<file path="src/verilog/dcp_cfg.svh">
// Constants for the DC output state policy block
`ifndef DCP_CFG_SVH
`define DCP_CFG_SVH

// ****************************************************************
// Register offsets (8-bit address)
// ****************************************************************
`define DCP_ADDR_CTRL     8'h00
`define DCP_ADDR_PAR      8'h04
`define DCP_ADDR_STATUS   8'h08
`define DCP_ADDR_IRQ_STAT 8'h0C
`define DCP_ADDR_IRQ_MASK 8'h10
`define DCP_ADDR_CMD      8'h14

// ****************************************************************
// Control register fields
// ****************************************************************
`define DCP_CTRL_PWRUP    0
`define DCP_CTRL_SUPPLY   1
`define DCP_CTRL_REMOTE   2
`define DCP_CTRL_HEAT     3
`define DCP_CTRL_BLT_EN   4
`define DCP_CTRL_RESET    5'h18

// ****************************************************************
// Parallel register fields
// ****************************************************************
`define DCP_PAR_ROLE_LSB  0
`define DCP_PAR_TERM      2
`define DCP_PAR_BIAS      3
`define DCP_PAR_RESET     4'h0

// ****************************************************************
// Command register bits (write-only pulses)
// ****************************************************************
`define DCP_CMD_OUT_ON    0
`define DCP_CMD_OUT_OFF   1
`define DCP_CMD_REINIT    2
`define DCP_CMD_DEFAULTS  3

// ****************************************************************
// Interrupt status bits
// ****************************************************************
`define DCP_IRQ_SUPPLY    0
`define DCP_IRQ_HEAT      1
`define DCP_IRQ_REMOTE    2
`define DCP_IRQ_BLT       3
`define DCP_IRQ_W         4

// ****************************************************************
// Timing
// ****************************************************************
`define DCP_CLK_HZ        10000000
`define DCP_BLT_SEC       60
`define DCP_BLT_CYCLES    (`DCP_BLT_SEC * `DCP_CLK_HZ)

`endif

</file>
<file path="src/verilog/dcp_pkg.sv">
// Types of the DC output state policy block
package dcp_pkg;

  typedef enum logic [1:0] {
    DCP_ROLE_NONE   = 2'h0,
    DCP_ROLE_MASTER = 2'h1,
    DCP_ROLE_SLAVE  = 2'h2
  } dcp_role_e;

  typedef struct packed {
    logic [7:0]  addr;
    logic [31:0] wdata;
    logic        wr;
    logic        rd;
  } dcp_bus_s;

  typedef struct packed {
    logic supply_loss_alarm;
    logic overheat_alarm;
    logic remote_active;
    logic user_activity;
  } dcp_evt_s;

  typedef struct packed {
    dcp_role_e parallel_group_mode;
    logic      term_en;
    logic      bias_en;
  } dcp_par_s;

endpackage

</file>
<file path="src/verilog/dcp_policy.sv">
// DC output state policy controller, top level
//
// The implementer's own choices: the address-and-strobe port and the address map.
`timescale 1ns/1ps
`include "dcp_cfg.svh"

// How it works
// With power-up policy off the output is held disabled after every power-up.
// With power-up policy restore the output state kept from last switch-off is re-applied.
// The power-up policy resets to off, both at factory reset and on a defaults command.
// With supply-loss policy off the output stays disabled after the alarm, even once cleared.
// With supply-loss policy auto the output returns when the alarm clears, if it was on before.
// With remote-exit policy off the output is disabled whenever remote control ends.
// With remote-exit policy auto the output keeps its state when remote control ends.
// With overheat policy off the output stays disabled after the alarm, even once cooled.
// With overheat policy auto the pre-alarm output state is restored once cooled.
// A role field selects master or slave, either of which enables parallel operation.
// A control bit switches the parallel bus termination resistor in or out.
// A separate control bit connects two bias resistors to the parallel bus.
// With the timeout enabled the backlight goes off after 60 s without user activity.
// A re-initialization trigger makes the master repeat discovery of its slaves.
// Any user activity restarts the backlight timer and relights the backlight.
// The output state at alarm onset is latched and drives the auto-restore decision.
module dcp_policy
  import dcp_pkg::*;
#(
  parameter int unsigned BLT_TIMEOUT = `DCP_BLT_CYCLES
)
(
  // Clock and reset
  input  wire logic        clk,
  input  wire logic        rst_n,
  // Register port
  input  wire logic [7:0]  reg_addr,
  input  wire logic [31:0] reg_wdata,
  input  wire logic        reg_wr,
  input  wire logic        reg_rd,
  output logic      [31:0] reg_rdata,
  // Power-up state
  input  wire logic        boot_done,
  input  wire logic        saved_out_on,
  // Events
  input  wire logic        supply_loss_alarm,
  input  wire logic        overheat_alarm,
  input  wire logic        remote_active,
  input  wire logic        user_activity,
  // Power stage, state store, parallel bus, backlight and interrupt
  output logic             dc_out_en,
  output logic             saved_out_on_q,
  output dcp_par_s         par_cfg,
  output logic             reinit_pulse,
  output logic             backlight_on,
  output logic             irq
);

  // ****************************************************************
  // Declarations
  // ****************************************************************
  dcp_bus_s          bus;
  dcp_evt_s          evt;
  logic [4:0]        ctrl;
  logic [4:0]        next_ctrl;
  logic [3:0]        par;
  logic [3:0]        next_par;
  logic [`DCP_IRQ_W-1:0] irq_stat;
  logic [`DCP_IRQ_W-1:0] next_irq_stat;
  logic [`DCP_IRQ_W-1:0] irq_mask;
  logic [`DCP_IRQ_W-1:0] next_irq_mask;
  logic [31:0]       next_rdata;
  logic              next_dc_out_en;
  logic              next_saved;
  logic              next_reinit;
  logic              next_irq;
  logic              supply_prior;
  logic              next_supply_prior;
  logic              heat_prior;
  logic              next_heat_prior;
  logic              booted;
  logic              next_booted;
  logic              supply_rise;
  logic              supply_fall;
  logic              heat_rise;
  logic              heat_fall;
  logic              remote_fall;
  logic              boot_rise;
  logic              boot_fall;
  logic              blt_expired;
  logic              blt_on;
  logic              cmd_on;
  logic              cmd_off;
  logic              cmd_defaults;

  assign bus = '{addr: reg_addr, wdata: reg_wdata, wr: reg_wr, rd: reg_rd};
  assign evt = '{supply_loss_alarm: supply_loss_alarm, overheat_alarm: overheat_alarm,
                 remote_active: remote_active, user_activity: user_activity};

  function automatic logic wr_hit(input dcp_bus_s b, input logic [7:0] a);
    return b.wr && (b.addr == a);
  endfunction

  assign cmd_on       = wr_hit(bus, `DCP_ADDR_CMD) && bus.wdata[`DCP_CMD_OUT_ON];
  assign cmd_off      = wr_hit(bus, `DCP_ADDR_CMD) && bus.wdata[`DCP_CMD_OUT_OFF];
  assign cmd_defaults = wr_hit(bus, `DCP_ADDR_CMD) && bus.wdata[`DCP_CMD_DEFAULTS];

  // ****************************************************************
  // Event edges and backlight timer
  // ****************************************************************
  dcp_edge u_supply_edge (
    .clk   (clk),
    .rst_n (rst_n),
    .level (evt.supply_loss_alarm),
    .rise  (supply_rise),
    .fall  (supply_fall)
  );

  dcp_edge u_heat_edge (
    .clk   (clk),
    .rst_n (rst_n),
    .level (evt.overheat_alarm),
    .rise  (heat_rise),
    .fall  (heat_fall)
  );

  dcp_edge u_remote_edge (
    .clk   (clk),
    .rst_n (rst_n),
    .level (evt.remote_active),
    .rise  (),
    .fall  (remote_fall)
  );

  dcp_edge u_boot_edge (
    .clk   (clk),
    .rst_n (rst_n),
    .level (boot_done),
    .rise  (boot_rise),
    .fall  (boot_fall)
  );

  dcp_blt_timer #(
    .TIMEOUT (BLT_TIMEOUT)
  ) u_blt (
    .clk          (clk),
    .rst_n        (rst_n),
    .enable       (ctrl[`DCP_CTRL_BLT_EN]),
    .activity     (evt.user_activity),
    .backlight_on (blt_on),
    .expired      (blt_expired)
  );

  // ****************************************************************
  // Configuration registers
  // ****************************************************************
  always_comb
  begin
    next_ctrl     = ctrl;
    next_par      = par;
    next_irq_mask = irq_mask;
    next_reinit   = 1'b0;
    if (cmd_defaults)
    begin
      next_ctrl = `DCP_CTRL_RESET;
      next_par  = `DCP_PAR_RESET;
    end
    else if (wr_hit(bus, `DCP_ADDR_CTRL))
      next_ctrl = bus.wdata[4:0];
    if (!cmd_defaults && wr_hit(bus, `DCP_ADDR_PAR))
      next_par = bus.wdata[3:0];
    if (wr_hit(bus, `DCP_ADDR_IRQ_MASK))
      next_irq_mask = bus.wdata[`DCP_IRQ_W-1:0];
    if (wr_hit(bus, `DCP_ADDR_CMD) && bus.wdata[`DCP_CMD_REINIT]
        && par[1:0] == DCP_ROLE_MASTER)
      next_reinit = 1'b1;
  end

  always_ff @(posedge clk)
  begin
    if (!rst_n)
    begin
      ctrl         <= `DCP_CTRL_RESET;
      par          <= `DCP_PAR_RESET;
      irq_mask     <= '0;
      reinit_pulse <= 1'b0;
    end
    else
    begin
      ctrl         <= next_ctrl;
      par          <= next_par;
      irq_mask     <= next_irq_mask;
      reinit_pulse <= next_reinit;
    end
  end

  // ****************************************************************
  // DC output policy
  // ****************************************************************
  always_comb
  begin
    next_dc_out_en    = dc_out_en;
    next_supply_prior = supply_prior;
    next_heat_prior   = heat_prior;
    next_booted       = booted;
    if (boot_fall)
      next_booted = 1'b0;
    if (boot_rise && !booted)
    begin
      next_booted    = 1'b1;
      next_dc_out_en = ctrl[`DCP_CTRL_PWRUP] ? saved_out_on : 1'b0;
    end
    else if (cmd_on && !evt.supply_loss_alarm && !evt.overheat_alarm)
      next_dc_out_en = 1'b1;
    else if (cmd_off)
      next_dc_out_en = 1'b0;
    if (supply_fall && !evt.overheat_alarm)
      next_dc_out_en = ctrl[`DCP_CTRL_SUPPLY] && supply_prior
                       && (!heat_fall || (ctrl[`DCP_CTRL_HEAT] && heat_prior));
    if (heat_fall && !evt.supply_loss_alarm && !supply_fall)
      next_dc_out_en = ctrl[`DCP_CTRL_HEAT] && heat_prior;
    // Leaving remote with policy off beats any alarm restore
    if (remote_fall && !ctrl[`DCP_CTRL_REMOTE])
      next_dc_out_en = 1'b0;
    if (supply_rise)
      next_supply_prior = next_dc_out_en;
    if (heat_rise)
      next_heat_prior = next_dc_out_en;
    if (evt.supply_loss_alarm || evt.overheat_alarm)
      next_dc_out_en = 1'b0;
  end

  always_ff @(posedge clk)
  begin
    if (!rst_n)
    begin
      dc_out_en    <= 1'b0;
      supply_prior <= 1'b0;
      heat_prior   <= 1'b0;
      booted       <= 1'b0;
    end
    else
    begin
      dc_out_en    <= next_dc_out_en;
      supply_prior <= next_supply_prior;
      heat_prior   <= next_heat_prior;
      booted       <= next_booted;
    end
  end

  // Kept copy of the output state for the next power-up
  always_comb
  begin
    next_saved = dc_out_en;
  end

  always_ff @(posedge clk)
  begin
    if (!rst_n)
      saved_out_on_q <= 1'b0;
    else
      saved_out_on_q <= next_saved;
  end

  // ****************************************************************
  // Interrupts and read data
  // ****************************************************************
  always_comb
  begin
    next_irq_stat = irq_stat;
    if (wr_hit(bus, `DCP_ADDR_IRQ_STAT))
      next_irq_stat = irq_stat & ~bus.wdata[`DCP_IRQ_W-1:0];
    // Set wins over clear
    next_irq_stat[`DCP_IRQ_SUPPLY] = next_irq_stat[`DCP_IRQ_SUPPLY] | supply_rise;
    next_irq_stat[`DCP_IRQ_HEAT]   = next_irq_stat[`DCP_IRQ_HEAT] | heat_rise;
    next_irq_stat[`DCP_IRQ_REMOTE] = next_irq_stat[`DCP_IRQ_REMOTE] | remote_fall;
    next_irq_stat[`DCP_IRQ_BLT]    = next_irq_stat[`DCP_IRQ_BLT] | blt_expired;
    next_irq = |(next_irq_stat & irq_mask);
    next_rdata = 32'h0;
    if (bus.rd)
    begin
      unique case (bus.addr)
        `DCP_ADDR_CTRL:     next_rdata = {27'h0, ctrl};
        `DCP_ADDR_PAR:      next_rdata = {28'h0, par};
        `DCP_ADDR_STATUS:   next_rdata = {26'h0, blt_on, remote_active, overheat_alarm,
                                          supply_loss_alarm, booted, dc_out_en};
        `DCP_ADDR_IRQ_STAT: next_rdata = {28'h0, irq_stat};
        `DCP_ADDR_IRQ_MASK: next_rdata = {28'h0, irq_mask};
        default:            next_rdata = 32'h0;
      endcase
    end
  end

  always_ff @(posedge clk)
  begin
    if (!rst_n)
    begin
      irq_stat  <= '0;
      irq       <= 1'b0;
      reg_rdata <= 32'h0;
    end
    else
    begin
      irq_stat  <= next_irq_stat;
      irq       <= next_irq;
      reg_rdata <= next_rdata;
    end
  end

  // ****************************************************************
  // Registered outputs
  // ****************************************************************
  always_ff @(posedge clk)
  begin
    if (!rst_n)
    begin
      par_cfg      <= '{parallel_group_mode: DCP_ROLE_NONE, term_en: 1'b0, bias_en: 1'b0};
      backlight_on <= 1'b1;
    end
    else
    begin
      par_cfg.parallel_group_mode <= dcp_role_e'(par[1:0]);
      par_cfg.term_en             <= par[`DCP_PAR_TERM];
      par_cfg.bias_en             <= par[`DCP_PAR_BIAS];
      backlight_on                <= blt_on;
    end
  end
endmodule // dcp_policy

</file>
<file path="src/verilog/dcp_edge.sv">
// Rise and fall detector on a registered level
`timescale 1ns/1ps

module dcp_edge
(
  // Clock and reset
  input  wire logic clk,
  input  wire logic rst_n,
  // Level in, pulses out
  input  wire logic level,
  output logic      rise,
  output logic      fall
);

  logic prev;
  logic next_prev;

  always_comb
  begin
    next_prev = level;
  end

  always_ff @(posedge clk)
  begin
    if (!rst_n)
      prev <= 1'b0;
    else
      prev <= next_prev;
  end

  assign rise = level & ~prev;
  assign fall = ~level & prev;

endmodule // dcp_edge

</file>
<file path="src/verilog/dcp_blt_timer.sv">
// Display backlight inactivity timer
`timescale 1ns/1ps
`include "dcp_cfg.svh"

module dcp_blt_timer
#(
  parameter int unsigned TIMEOUT = `DCP_BLT_CYCLES
)
(
  // Clock and reset
  input  wire logic clk,
  input  wire logic rst_n,
  // Control
  input  wire logic enable,
  input  wire logic activity,
  // Status
  output logic      backlight_on,
  output logic      expired
);

  logic [31:0] count;
  logic [31:0] next_count;
  logic        next_backlight_on;
  logic        next_expired;

  always_comb
  begin
    next_count        = count;
    next_backlight_on = backlight_on;
    next_expired      = 1'b0;
    if (activity || !enable)
    begin
      // Any activity restarts the count and lights the display
      next_count        = 32'h0;
      next_backlight_on = 1'b1;
    end
    else if (backlight_on)
    begin
      if (count >= TIMEOUT - 1)
      begin
        next_backlight_on = 1'b0;
        next_expired      = 1'b1;
      end
      else
        next_count = count + 32'h1;
    end
  end

  always_ff @(posedge clk)
  begin
    if (!rst_n)
    begin
      count        <= 32'h0;
      backlight_on <= 1'b1;
      expired      <= 1'b0;
    end
    else
    begin
      count        <= next_count;
      backlight_on <= next_backlight_on;
      expired      <= next_expired;
    end
  end
endmodule // dcp_blt_timer

</file>
<file path="config.mk">
export PLATFORM = sky130hd
export DESIGN_NAME = dcp_policy
export DESIGN_NICKNAME = d
export VERILOG_FILES = /design/src/verilog/dcp_pkg.sv /design/src/verilog/dcp_policy.sv /design/src/verilog/dcp_edge.sv /design/src/verilog/dcp_blt_timer.sv
export VERILOG_INCLUDE_DIRS = /design/src /design/src/verilog
export SDC_FILE = /design/constraint.sdc
export NUM_CORES = 1
export LEC_CHECK = 0
export CAP_MARGIN = 15
export CORE_ASPECT_RATIO = 0.5
export CORE_MARGIN = 3
export CORE_UTILIZATION = 50
export DETAILED_ROUTE_END_ITERATION = 6
export DONT_BUFFER_PORTS = 1
export GPL_TIMING_DRIVEN = 0
export PLACE_DENSITY_LB_ADDON = 0.05
export SYNTH_ARGS = -nofsm -noshare
export SYNTH_HDL_FRONTEND = slang
export SYNTH_HIERARCHICAL = 1
export SYNTH_SLANG_ARGS = --single-unit
</file>
<file path="constraint.sdc">
create_clock -name clk -period 2.2 [get_ports clk]
set_input_delay 0.11 -clock clk [delete_from_list [all_inputs] [get_ports clk]]
set_output_delay 0.11 -clock clk [all_outputs]
set_load 0.02 [all_outputs]
</file>
==> flow_summary.json <==
{
  "core_mm2": 0.00696,
  "via_per_inst": 6.18,
  "num_vias": 3639,
  "crit_arrival_ns": 2.41,
  "power_leakage_nw": 1.77,
  "fp.dieH_um": 67.2,
  "post-dp-hpwl_um": 6950,
  "num-nets-final": 543,
  "crit_chain": "ha_1 > and4_4 > a211oi_4 > nor4_4 > clkbuf_4 > nor2_1 > a31o_2",
  "r2r-end": "u_blt/count[13]",
  "setup_viol": 0,
  "grt_pass1_vias": 3421,
  "status": "complete, no violations",
  "io_pins": 91,
  "post-route-period-util": 0.991,
  "initial_core_util": 0.539,
  "met3_usage": 0.0829,
  "cts_buffer_depth": 2,
  "cts_tree": "built",
  "critPathLaunch": "u_blt/count[1]",
  "fin_crit_ns": 2.18,
  "track_usage": 0.242,
  "crit_type": "flip-flop to flip-flop",
  "rrSetupSlack_ns": 0.02,
  "globalRouteMet2Util": 0.407,
  "crit_required_ns": 2.43,
  "max_freq_mhz": 459,
  "seq_area_mm2": 0.00147,
  "grt_util_met1": 0.295,
  "drtIter0Drc": 327,
  "grt_max_degree": 14,
  "drive_gt1_frac": 0.163,
  "placed_cell_area_mm2": 0.00396,
  "drv_slew": 0,
  "clk_pin_slew_ns": 0.06,
  "clkLatencyLatePin_ns": 0.34,
  "rr_worst_depth": 7,
  "cts-buffers-inserted": 9,
  "place_congestion": 0.938,
  "drv_cap": 0,
  "crit_fanout": 10,
  "gr-total-overflow": 0,
  "multi_input_area_mm2": 0.00213,
  "h-tree-depth": 3,
  "clock-sinks": 73,
  "wl_per_cell_um": 17.3,
  "synth_area_mm2": 0.00375,
  "pre_cts_ws_ns": -0.331,
  "end_kind": "flip-flop",
  "yosysWarnings": 6,
  "r2r_start": "u_blt/count[1]",
  "synthCells": 438,
  "num_rows": 21,
  "totalWireLength_um": 10200,
  "antenna_found_initial": 0,
  "busiest_layer": "met2",
  "worstSetupStartpointType": "flip-flop",
  "endpoint": "u_blt/count[13]",
  "hold_violations": 0,
  "cp_slowest_cell": "nor4_4",
  "final.setup_skew_ns": 0.00614,
  "design_area_mm2": 0.00454,
  "worstMarginPinSlew_ns": 0.841,
  "drc_errors": 0,
  "dr.pass1.iters": 5,
  "cp_num_cells": 7,
  "portBuffers": 0,
  "hold_class": "primary input to flip-flop",
  "path_delay_family": "simple AND/OR/NAND/NOR gates",
  "num_antenna_cells": 0,
  "fillCellCount": 578,
  "slew-limit-headroom": 0.425,
  "clockRootBuffer": "clkbuf_16",
  "dieWidth_um": 128,
  "power.density_mw_per_mm2": 678,
  "dieArea_mm2": 0.00864,
  "timing.final.ws_setup_ns": 0.0200,
  "avgSynthCellArea_um2": 8.56,
  "peakVddDrop_uv": 465,
  "final_antenna_net_count": 0,
  "critPathBufInv": 1,
  "crit_path_max_incr_delay_ns": 0.48,
  "synthToLayoutAreaGrowth_pct": 21.1,
  "grt_pass1_wl_um": 16400
}
==> layout make-up <==
class                   count  share of cell area
plain buffers              41              0.0631
clock buffers              11              0.0557
clock inverters             5              0.0138
inverters                  13              0.0107
multi-input cells         335               0.470
flip-flops and latches     73               0.323
well taps                  92              0.0254
repair buffers             19              0.0386
==> registers in the layout (all words and copies together), names as in the netlist, 4 cells and up <==
name and count:
u_blt/count 32, par_cfg 4, ctrl 5, reg_rdata 6, par 4, irq_stat 4, irq_mask 4
==> stage by stage <==
stage	hold slack, ns	TNS [ns]	power, mW	utilization	instances
final	0.0136	0	3.08	0.652	589
after CTS	0.000937	0	3.10	0.641	587
after global routing	0.0137	-0.108	3.20	0.652	589
after floorplan	0.232	0	1.53	-	463
after global placement	0.233	-3.77	1.55	0.569	555
after detailed placement	0.236	-4.30	1.55	0.569	555
==> how the worst min path moves through the flow <==
stage,from,to,slack [ns],cells after the start
finish,reg_wdata[4],ctrl[4],0.01,3
global route,reg_wdata[0],irq,0.01,2
CTS,reg_wdata[1],irq,0.0009,2
detailed placement,overheat_alarm,u_heat_edge/prev,0.24,1
global placement,overheat_alarm,u_heat_edge/prev,0.23,1
floorplan,boot_done,u_boot_edge/prev,0.23,1
==> where the power goes <==
group / internal (mW) / switching [mW]
sequential: 1.34 / 0.0101
combinational: 0.0855 / 0.123
clock: 0.945 / 0.580
total: 2.37 / 0.713
==> worst min-delay path, cell delays in order <==
cell	delay (ns)
inv_1	0.02
nor2_1	0.09
a211o_1	0.10
==> placed cells by master, fill, tap and decap left out, types with 4 or more instances in the layout <==
cell type	count
mux2i_1	8
clkbuf_1	7
nand2_1	33
or3_1	10
nor4_1	4
inv_1	13
a21boi_0	4
a22oi_1	8
o211ai_1	8
nand3_1	14
or4_1	17
conb_1	26
dfxtp_2	4
a22o_1	4
dlygate4sd3_1	14
and3_1	13
nor2b_1	12
o21ai_0	14
o21a_1	6
nand4_1	13
clkbuf_16	9
a21oi_1	26
a31oi_1	5
o31ai_1	11
buf_4	30
dfxtp_1	69
and2_1	11
and4_1	8
nor2_1	32
==> repair_timing <==
item                                    4_1_cts  5_1_grt
hold buffers                                 14        0
endpoints found under the hold margin        21        0
endpoints found under the setup margin       28       27
resized for setup                             7       21
pin swaps                                     4        8
cloned                                        0        1
setup buffers                                 2        2
==> layer usage <==
layer	vias up	wire length (um)
met3	26	1040
met5	-	0
met4	0	182
met1	1699	4310
li1	1711	-
met2	203	4660
(Power assumes the default switching activity.)
